[config.mk]
export PLATFORM = sky130hd
export DESIGN_NAME = mlsx_exec
export DESIGN_NICKNAME = d
export VERILOG_FILES = /design/src/rtl/mlsx_pkg.sv /design/src/rtl/mlsx_mode_stack.sv /design/src/rtl/mlsx_exec.sv
export SDC_FILE = /design/constraint.sdc
export NUM_CORES = 2
export LEC_CHECK = 0
export ABC_AREA = 0
export ABC_CLOCK_PERIOD_IN_PS = 12300
export BUFFER_PORTS_ARGS = -buffer_cell sky130_fd_sc_hd__buf_4
export CORE_UTILIZATION = 25
export DETAILED_ROUTE_END_ITERATION = 12
export PLACE_DENSITY = 0.41
export SYNTH_ARGS = -nofsm -noshare
export SYNTH_HDL_FRONTEND = slang
export SYNTH_SLANG_ARGS = --single-unit
[constraint.sdc]
create_clock -name clk -period 12.3 [get_ports clk]
set_clock_uncertainty 0.05 [all_clocks]
set_input_delay 2.46 -clock clk [delete_from_list [all_inputs] [get_ports clk]]
set_output_delay 2.46 -clock clk [all_outputs]
set_load 0.03 [all_outputs]
[src/rtl/mlsx_pkg.sv]
`default_nettype none
package mlsx_pkg;
    localparam logic [5:0] OP_SPECIAL   = 6'h00;
    localparam logic [5:0] OP_IMM_OR    = 6'h0d;
    localparam logic [5:0] OP_COP0      = 6'h10;
    localparam logic [5:0] OP_BYTE_ST   = 6'h28;
    localparam logic [5:0] OP_HALF_ST   = 6'h29;
    localparam logic [5:0] FN_IMM_SLL   = 6'h00;
    localparam logic [5:0] FN_VAR_SLL   = 6'h04;
    localparam logic [5:0] FN_DBG_BRK   = 6'h0e;
    localparam logic [5:0] FN_MUL_S     = 6'h18;
    localparam logic [5:0] FN_MUL_U     = 6'h19;
    localparam logic [5:0] FN_OR        = 6'h25;
    localparam logic [5:0] FN_NOR       = 6'h27;
    localparam logic [5:0] FN_EXC_RET   = 6'h10;
    localparam int         OPC_MSB      = 31;
    localparam int         SRCA_LSB     = 21;
    localparam int         SRCB_LSB     = 16;
    localparam int         DEST_LSB     = 11;
    localparam int         SHAMT_LSB    = 6;
    localparam int         COBIT_POS    = 25;
    localparam logic [5:0] MODE_RST     = 6'h00;
    localparam logic [31:0] WORD_RST    = 32'h0000_0000;
    typedef enum logic [1:0] {
        MLSX_ST_NONE,
        MLSX_ST_BYTE,
        MLSX_ST_HALF
    } mlsx_store_t;
endpackage
`default_nettype wire

[src/rtl/mlsx_mode_stack.sv]
`default_nettype none
// three-deep mode stack; pop moves prev->now and old->prev
module mlsx_mode_stack (
    input  wire logic clk,
    input  wire logic rst,
    input  wire logic pop,
    input  wire logic push_en,
    input  wire logic now_in,
    input  wire logic prev_in,
    input  wire logic old_in,
    output logic      now_q,
    output logic      prev_q,
    output logic      old_q
);
    logic [2:0] st_r;
    logic [2:0] st_nxt;

    always_comb begin
        st_nxt = st_r;
        if (push_en) begin
            st_nxt = {old_in, prev_in, now_in};
        end else if (pop) begin
            st_nxt = {st_r[2], st_r[2], st_r[1]};
        end
    end

    always_ff @(posedge clk) begin
        if (rst) begin
            st_r <= 3'h0;
        end else begin
            st_r <= st_nxt;
        end
    end

    assign now_q  = st_r[0];
    assign prev_q = st_r[1];
    assign old_q  = st_r[2];
endmodule
`default_nettype wire

[src/rtl/mlsx_exec.sv]
`default_nettype none
// Functional notes
// - signed multiply, full product, no overflow
// - product low to bottom and dest, high upper
// - unsigned multiply zero-extends operands, no overflow
// - nor of sources into destination, no exception
// - or of sources into destination, no exception
// - immediate or zero-extends, writes second field
// - exception return pops irq and privilege stack
// - exception return pops cache autolock stacks
// - byte store: base plus signed offset
// - address invert, lane xor, data shift
// - halfword store, odd address raises error
// - debug break raises exception, code ignored
// - immediate left shift, zero fill
// - variable left shift by source low bits
// - only address error raised for stores
module mlsx_exec (
    input  wire logic        clk,
    input  wire logic        rst,
    input  wire logic        instr_valid,
    input  wire logic [31:0] instr,
    input  wire logic [31:0] src_a_val,
    input  wire logic [31:0] src_b_val,
    input  wire logic        swapped_order_flag,
    input  wire logic        msb_first_core,
    input  wire logic        mode_load,
    input  wire logic [5:0]  mode_load_val,
    output logic             wr_en,
    output logic [4:0]       wr_addr,
    output logic [31:0]      wr_data,
    output logic [31:0]      upper_product_reg,
    output logic [31:0]      bottom_product_reg,
    output logic             st_en,
    output logic [31:0]      st_addr,
    output logic [31:0]      virtual_addr,
    output logic [31:0]      st_data,
    output logic [3:0]       st_lanes,
    output logic             addr_err,
    output logic             debug_break,
    output logic             irq_mask_now,
    output logic             irq_mask_prev,
    output logic             irq_mask_old,
    output logic             priv_now,
    output logic             priv_prev,
    output logic             priv_old,
    output logic             dcache_autolock_now,
    output logic             dcache_autolock_prev,
    output logic             dcache_autolock_old,
    output logic             icache_autolock_now,
    output logic             icache_autolock_prev,
    output logic             icache_autolock_old
);
    ////////////////////////////////////////////////////////////////
    logic [5:0]  opc;
    logic [5:0]  fn;
    logic [4:0]  source_a_field;
    logic [4:0]  source_b_field;
    logic [4:0]  dest_field;
    logic [4:0]  shift_amount_field;
    logic [15:0] imm;
    logic        special;
    logic        signed_product_op;
    logic        unsigned_product_op;
    logic        exception_return_op;
    logic        byte_store_op;
    logic        half_store_op;
    logic [63:0] prod;
    logic signed [65:0] prod_full;
    logic [31:0] ea;
    logic [1:0]  lane;
    logic [1:0]  pa_lo;

    assign opc                = instr[mlsx_pkg::OPC_MSB -: 6];
    assign fn                 = instr[5:0];
    assign source_a_field     = instr[mlsx_pkg::SRCA_LSB +: 5];
    assign source_b_field     = instr[mlsx_pkg::SRCB_LSB +: 5];
    assign dest_field         = instr[mlsx_pkg::DEST_LSB +: 5];
    assign shift_amount_field = instr[mlsx_pkg::SHAMT_LSB +: 5];
    assign imm                = instr[15:0];
    assign special            = instr_valid && (opc == mlsx_pkg::OP_SPECIAL);
    assign signed_product_op   = special && (fn == mlsx_pkg::FN_MUL_S);
    assign unsigned_product_op = special && (fn == mlsx_pkg::FN_MUL_U);
    assign exception_return_op = instr_valid && (opc == mlsx_pkg::OP_COP0) && instr[mlsx_pkg::COBIT_POS]
                                 && (fn == mlsx_pkg::FN_EXC_RET);
    assign byte_store_op       = instr_valid && (opc == mlsx_pkg::OP_BYTE_ST);
    assign half_store_op       = instr_valid && (opc == mlsx_pkg::OP_HALF_ST);

    // one 33x33 signed multiplier serves both forms; 66-bit target keeps the product exact
    assign prod_full = $signed({signed_product_op & src_a_val[31], src_a_val})
                     * $signed({signed_product_op & src_b_val[31], src_b_val});
    assign prod      = prod_full[63:0];
    assign ea   = src_a_val + {{16{imm[15]}}, imm};
    assign lane = ea[1:0] ^ (byte_store_op ? {2{msb_first_core}} : {msb_first_core, 1'b0});
    assign pa_lo = ea[1:0] ^ (byte_store_op ? {2{swapped_order_flag}} : {swapped_order_flag, 1'b0});

    ////////////////////////////////////////////////////////////////
    logic        wr_en_r,   wr_en_nxt;
    logic [4:0]  wr_addr_r, wr_addr_nxt;
    logic [31:0] wr_data_r, wr_data_nxt;
    logic [31:0] hi_r,      hi_nxt;
    logic [31:0] lo_r,      lo_nxt;
    logic        st_en_r,   st_en_nxt;
    logic [31:0] st_addr_r, st_addr_nxt;
    logic [31:0] va_r,      va_nxt;
    logic [31:0] st_data_r, st_data_nxt;
    logic [3:0]  lanes_r,   lanes_nxt;
    logic        aerr_r,    aerr_nxt;
    logic        dbg_r,     dbg_nxt;

    always_comb begin
        wr_en_nxt   = 1'b0;
        wr_addr_nxt = 5'h00;
        wr_data_nxt = wr_data_r;
        hi_nxt      = hi_r;
        lo_nxt      = lo_r;
        st_en_nxt   = 1'b0;
        st_addr_nxt = st_addr_r;
        va_nxt      = va_r;
        st_data_nxt = st_data_r;
        lanes_nxt   = 4'h0;
        aerr_nxt    = 1'b0;
        dbg_nxt     = 1'b0;
        if (signed_product_op || unsigned_product_op) begin
            lo_nxt      = prod[31:0];
            hi_nxt      = prod[63:32];
            wr_data_nxt = prod[31:0];
            wr_addr_nxt = dest_field;
            wr_en_nxt   = (dest_field != 5'h00);
        end else if (special) begin
            wr_addr_nxt = dest_field;
            wr_en_nxt   = 1'b1;
            case (fn)
                mlsx_pkg::FN_NOR:     wr_data_nxt = ~(src_a_val | src_b_val);
                mlsx_pkg::FN_OR:      wr_data_nxt = src_a_val | src_b_val;
                mlsx_pkg::FN_IMM_SLL: wr_data_nxt = src_b_val << shift_amount_field;
                mlsx_pkg::FN_VAR_SLL: wr_data_nxt = src_b_val << src_a_val[4:0];
                mlsx_pkg::FN_DBG_BRK: begin
                    wr_en_nxt = 1'b0;
                    dbg_nxt   = 1'b1;
                end
                default:              wr_en_nxt = 1'b0;
            endcase
        end else if (instr_valid && opc == mlsx_pkg::OP_IMM_OR) begin
            wr_en_nxt   = 1'b1;
            wr_addr_nxt = source_b_field;
            wr_data_nxt = src_a_val | {16'h0000, imm};
        end else if (byte_store_op || half_store_op) begin
            va_nxt = ea;
            if (half_store_op && ea[0]) begin
                aerr_nxt = 1'b1;
            end else begin
                // translation passes ea[31:2] through and xors the low bits with swapped_order_flag, so no refill faults arise
                st_en_nxt   = 1'b1;
                st_addr_nxt = {ea[31:2], pa_lo};
                // whole word shifted; lane enables pick the stored byte or halfword
                st_data_nxt = src_b_val << {lane, 3'b000};
                lanes_nxt   = (half_store_op ? 4'h3 : 4'h1) << lane;
            end
        end
    end

    always_ff @(posedge clk) begin
        if (rst) begin
            wr_en_r   <= 1'b0;
            wr_addr_r <= 5'h00;
            wr_data_r <= mlsx_pkg::WORD_RST;
            hi_r      <= mlsx_pkg::WORD_RST;
            lo_r      <= mlsx_pkg::WORD_RST;
            st_en_r   <= 1'b0;
            st_addr_r <= mlsx_pkg::WORD_RST;
            va_r      <= mlsx_pkg::WORD_RST;
            st_data_r <= mlsx_pkg::WORD_RST;
            lanes_r   <= 4'h0;
            aerr_r    <= 1'b0;
            dbg_r     <= 1'b0;
        end else begin
            wr_en_r   <= wr_en_nxt;
            wr_addr_r <= wr_addr_nxt;
            wr_data_r <= wr_data_nxt;
            hi_r      <= hi_nxt;
            lo_r      <= lo_nxt;
            st_en_r   <= st_en_nxt;
            st_addr_r <= st_addr_nxt;
            va_r      <= va_nxt;
            st_data_r <= st_data_nxt;
            lanes_r   <= lanes_nxt;
            aerr_r    <= aerr_nxt;
            dbg_r     <= dbg_nxt;
        end
    end

    assign wr_en              = wr_en_r;
    assign wr_addr            = wr_addr_r;
    assign wr_data            = wr_data_r;
    assign upper_product_reg  = hi_r;
    assign bottom_product_reg = lo_r;
    assign st_en              = st_en_r;
    assign st_addr            = st_addr_r;
    assign virtual_addr       = va_r;
    assign st_data            = st_data_r;
    assign st_lanes           = lanes_r;
    assign addr_err           = aerr_r;
    assign debug_break        = dbg_r;

    ////////////////////////////////////////////////////////////////
    // mode_load_val: [0]irq [1]priv [2]dcache [3]icache now bits
    // [4] prev and [5] old are shared by all four stacks, seeding only
    mlsx_mode_stack u_irq (
        .clk     (clk),
        .rst     (rst),
        .pop     (exception_return_op),
        .push_en (mode_load),
        .now_in  (mode_load_val[0]),
        .prev_in (mode_load_val[4]),
        .old_in  (mode_load_val[5]),
        .now_q   (irq_mask_now),
        .prev_q  (irq_mask_prev),
        .old_q   (irq_mask_old)
    );
    mlsx_mode_stack u_priv (
        .clk     (clk),
        .rst     (rst),
        .pop     (exception_return_op),
        .push_en (mode_load),
        .now_in  (mode_load_val[1]),
        .prev_in (mode_load_val[4]),
        .old_in  (mode_load_val[5]),
        .now_q   (priv_now),
        .prev_q  (priv_prev),
        .old_q   (priv_old)
    );
    mlsx_mode_stack u_dal (
        .clk     (clk),
        .rst     (rst),
        .pop     (exception_return_op),
        .push_en (mode_load),
        .now_in  (mode_load_val[2]),
        .prev_in (mode_load_val[4]),
        .old_in  (mode_load_val[5]),
        .now_q   (dcache_autolock_now),
        .prev_q  (dcache_autolock_prev),
        .old_q   (dcache_autolock_old)
    );
    mlsx_mode_stack u_ial (
        .clk     (clk),
        .rst     (rst),
        .pop     (exception_return_op),
        .push_en (mode_load),
        .now_in  (mode_load_val[3]),
        .prev_in (mode_load_val[4]),
        .old_in  (mode_load_val[5]),
        .now_q   (icache_autolock_now),
        .prev_q  (icache_autolock_prev),
        .old_q   (icache_autolock_old)
    );
endmodule
`default_nettype wire

==> tab_implementation.tex <==
\begin{tabular}{lr}
\hline
Metric & Value \\
\hline
\multicolumn{2}{l}{\textbf{Place}} \\
\quad Pre-CTS setup slack & 0.118 ns \\
\quad Buffers on Ports & 320 \\
\quad DP HPWL & 154000 µm \\
\quad GP Congestion & 0.872 \\
\multicolumn{2}{l}{\textbf{Layout}} \\
\quad Count of nets after finishing & 7481 \\
\quad Share of final-layout standard cells stronger than drive strength 1 & 9.43\% \\
\quad Post-route core utilization & 28.3\% \\
\quad Area growth syn-to-layout & 12.5\% \\
\multicolumn{2}{l}{\textbf{Detailed routing}} \\
\quad Ratio of routed vias to standard cells & 4.67 \\
\quad Iter 0 DRT Violations & 2939 \\
\quad Number of search-and-repair iterations in the first detailed-routing pass & 6 \\
\quad Routed Antenna Nets & 0 \\
\quad Total wire length after detailed routing & 200000 µm \\
\quad Overall via count from detail\_route & 40500 \\
\quad Total DRC errors in the routed layout & 0 \\
\quad Routed len/inst & 23.1 µm \\
\multicolumn{2}{l}{\textbf{STA}} \\
\quad Smallest hold slack & 0.404 ns \\
\quad Setup TNS Final & 0 ns \\
\quad Final worst-path cycle share & 93.0\% \\
\quad Max-slew violation count & 0 \\
\quad Max-Slew Margin vs Limit & 18.1\% \\
\quad Minimum clock period after layout & 11.44 ns \\
\quad Unrepaired setup endpoints after global routing & no \\
\quad Worst Setup Slack, final & 0.861 ns \\
\quad Achievable frequency & 87.4 MHz \\
\quad Total setup violations reported at the end of the flow & 0 \\
\quad Slew at the pin with the worst max-slew slack & 1.22 ns \\
\quad Final Hold Viols & 0 \\
\multicolumn{2}{l}{\textbf{Setup path}} \\
\quad Peak fanout along the critical path & 11 \\
\quad Critical setup path kind & in -> reg \\
\quad Kind of start point of the critical path & input port \\
\quad Highest-delay cell along the critical path & fa\_1 \\
\quad Endpoint type of the worst setup path & flip-flop \\
\quad Required time at the worst-slack endpoint & 12.74 ns \\
\quad Signal arrival time at the worst endpoint & 11.88 ns \\
\quad Critical path's largest stage delay & 0.62 ns \\
\quad Crit-path most repeated cell & fa\_1 \\
\multicolumn{2}{l}{\textbf{CTS}} \\
\quad Clk pin slew, worst setup/hold paths & 0.06 ns \\
\quad Clock tree from TritonCTS & done \\
\quad Buffers from clock root to sink, at most & 3 \\
\quad Number of buffers inserted by post-CTS setup repair & 0 \\
\quad Number of buffers inserted by hold repair at cts & 0 \\
\quad CTS H-Tree Depth & 1 \\
\quad Total number of clock tree sinks & 211 \\
\quad Number of buffers created by CTS & 24 \\
\quad Root Driver & clkbuf\_16 \\
\quad Worst-skew pair later-pin latency & 0.60 ns \\
\quad Number of resized instances in the post-cts repair step & 0 \\
\multicolumn{2}{l}{\textbf{Job}} \\
\quad \# Max-Cap Violations & 0 \\
\multicolumn{2}{l}{\textbf{Die}} \\
\quad Num ports & 325 \\
\quad Row cnt & 164 \\
\quad Floorplan core area & 0.200 mm² \\
\quad Die Outline Area & 0.203 mm² \\
\quad Die Y-Extent & 450 µm \\
\quad Die width & 450 µm \\
\quad Initial core utilization & 25.2\% \\
\multicolumn{2}{l}{\textbf{Yosys}} \\
\quad Commonest register cell after synthesis & dfxtp\_1 \\
\quad Synth Cell Area & 0.0503 mm² \\
\quad Syn\_nets & 7376 \\
\quad Count of cell types in the netlist & 77 \\
\quad Count of yosys warnings during synthesis & 0 \\
\quad Synth async-reset ratio & 0\% \\
\quad Post-Syn Area per Cell & 8.54 µm² \\
\quad Sequential share of the synthesized area & 8.40\% \\
\quad Number of enable flip-flop cells after synthesis & 0 \\
\quad Number of instances in the synthesized netlist & 5883 \\
\quad Number of register bits inferred by synthesis & 211 \\
\multicolumn{2}{l}{\textbf{Run status}} \\
\quad Run status & finished clean \\
\multicolumn{2}{l}{\textbf{Global routing}} \\
\quad Global-route wire length before repair & 299000 µm \\
\quad GRT Total Usage & 19.8\% \\
\quad Number of global-route vias before repair & 43800 \\
\quad GRT overflow & 0 \\
\quad Largest net degree at the start of global routing & 65 \\
\quad Initial antenna violation count & 22 \\
\multicolumn{2}{l}{\textbf{Min path}} \\
\quad Worst hold path type & reg -> reg \\
\hline
\end{tabular}
==> layout make-up <==
cell class,instances,area [µm²]
flip-flops and latches,211,4220
inverters,1184,4440
diodes,14,35.0
well taps,2656,3320
multi-input cells,4094,40100
repair buffers,473,3590
clock inverters,12,113
fillers,21500,143000
clock buffers,31,667
==> cell usage in the layout (no fill, tap or decap), types with 11 or more instances in the layout <==
cell	count
a211oi_1	51
a21o_1	38
a21oi_1	266
a22oi_1	11
a31oi_1	37
and2_1	313
and3_1	12
buf_4	469
clkbuf_16	24
dfxtp_1	211
diode_2	14
fa_1	1126
ha_1	259
inv_1	1184
mux2i_1	87
nand2_1	1153
nand3_1	67
nand4_1	17
nor2_1	168
nor2b_1	15
nor3_1	39
o211ai_1	17
o21ai_0	112
o311ai_0	18
or2_2	11
xnor2_1	72
xor2_1	32
==> layer usage <==
| layer | part of all wire (%) | global-route usage (%) | up-vias |
|---|---|---|---|
| li1 | - | - | 17900 |
| met1 | 43 | 26.4 | 21300 |
| met2 | 48 | 33.8 | 1188 |
| met3 | 4.7 | 1.64 | 220 |
| met4 | 3.5 | 6.53 | 0 |
| met5 | 0 | 0 | - |
==> stage by stage <==
step / instances / instance area [µm²]
after floorplan: 5883 / 50300
after global placement: 8618 / 55700
after detailed placement: 8618 / 55700
after CTS: 8661 / 56500
after global routing: 8673 / 56500
final: 8675 / 56500
==> final timing paths <==
| kind | from | endpoint | slack [ns] | cells after the start |
|---|---|---|---|---|
| worst max-delay path | instr[29] | upper_product_reg[31] | 0.86 | 32 |
| worst min register to register | upper_product_reg[0] | upper_product_reg[0] | 0.40 | 2 |
| worst max register to register | upper_product_reg[28] | upper_product_reg[28] | 11.23 | 3 |
| worst min-delay path | upper_product_reg[0] | upper_product_reg[0] | 0.40 | 2 |
==> cells by family after synthesis <==
kind of cell | count (synthesis) | synth area share, %
xor gates and xnor gates | 106 | 1.85
buffers and inverters | 1578 | 11.9
AOI/OAI and AO/OA | 642 | 7.96
and+or+nand+nor | 1860 | 16.4
muxes | 101 | 2.16
DFF | 211 | 8.40
adders and majority gates | 1385 | 51.3
==> synthesized netlist by cell type (all sizes together), types with 5 or more instances <==
cell | count | area [µm²]
clkbuf | 364 | 1370
or2 | 12 | 75.1
a211o | 7 | 61.3
mux2i | 92 | 950
nand3 | 68 | 353
or4 | 6 | 45.0
and3 | 12 | 75.1
o21ai | 117 | 586
nor4 | 10 | 68.8
mux2 | 6 | 67.6
nand2b | 10 | 62.6
ha | 259 | 3240
or3 | 11 | 73.8
o311a | 7 | 70.1
o31a | 7 | 61.3
nor3 | 41 | 216
xnor2 | 73 | 639
o31ai | 7 | 80.1
dfxtp | 211 | 4220
fa | 1126 | 22500
nor2b | 15 | 93.8
a21oi | 267 | 1340
buf | 30 | 170
inv | 1184 | 4440
a22oi | 11 | 82.6
o211ai | 17 | 128
nand4 | 17 | 106
o221ai | 6 | 52.6
nor2 | 171 | 642
o311ai | 19 | 166
a31oi | 37 | 231
and2 | 315 | 1970
xor2 | 33 | 289
a311oi | 5 | 43.8
o21bai | 10 | 86.3
o2111ai | 6 | 52.6
a211oi | 51 | 383
nand2 | 1155 | 4340
a21o | 38 | 285
==> critical path: cells and delay by family <==
kind / cells / cell delay, ns
xor gates and xnor gates: 1 / 0.17
and+or+nand+nor: 10 / 2.15
adders and majority gates: 9 / 4.52
buffers and inverters: 8 / 1.27
AOI/OAI and AO/OA: 4 / 1.27
Power is left out: the tool's default activity adds up to more than one toggle a clock period on the data nets, which glitch-free logic cannot reach.
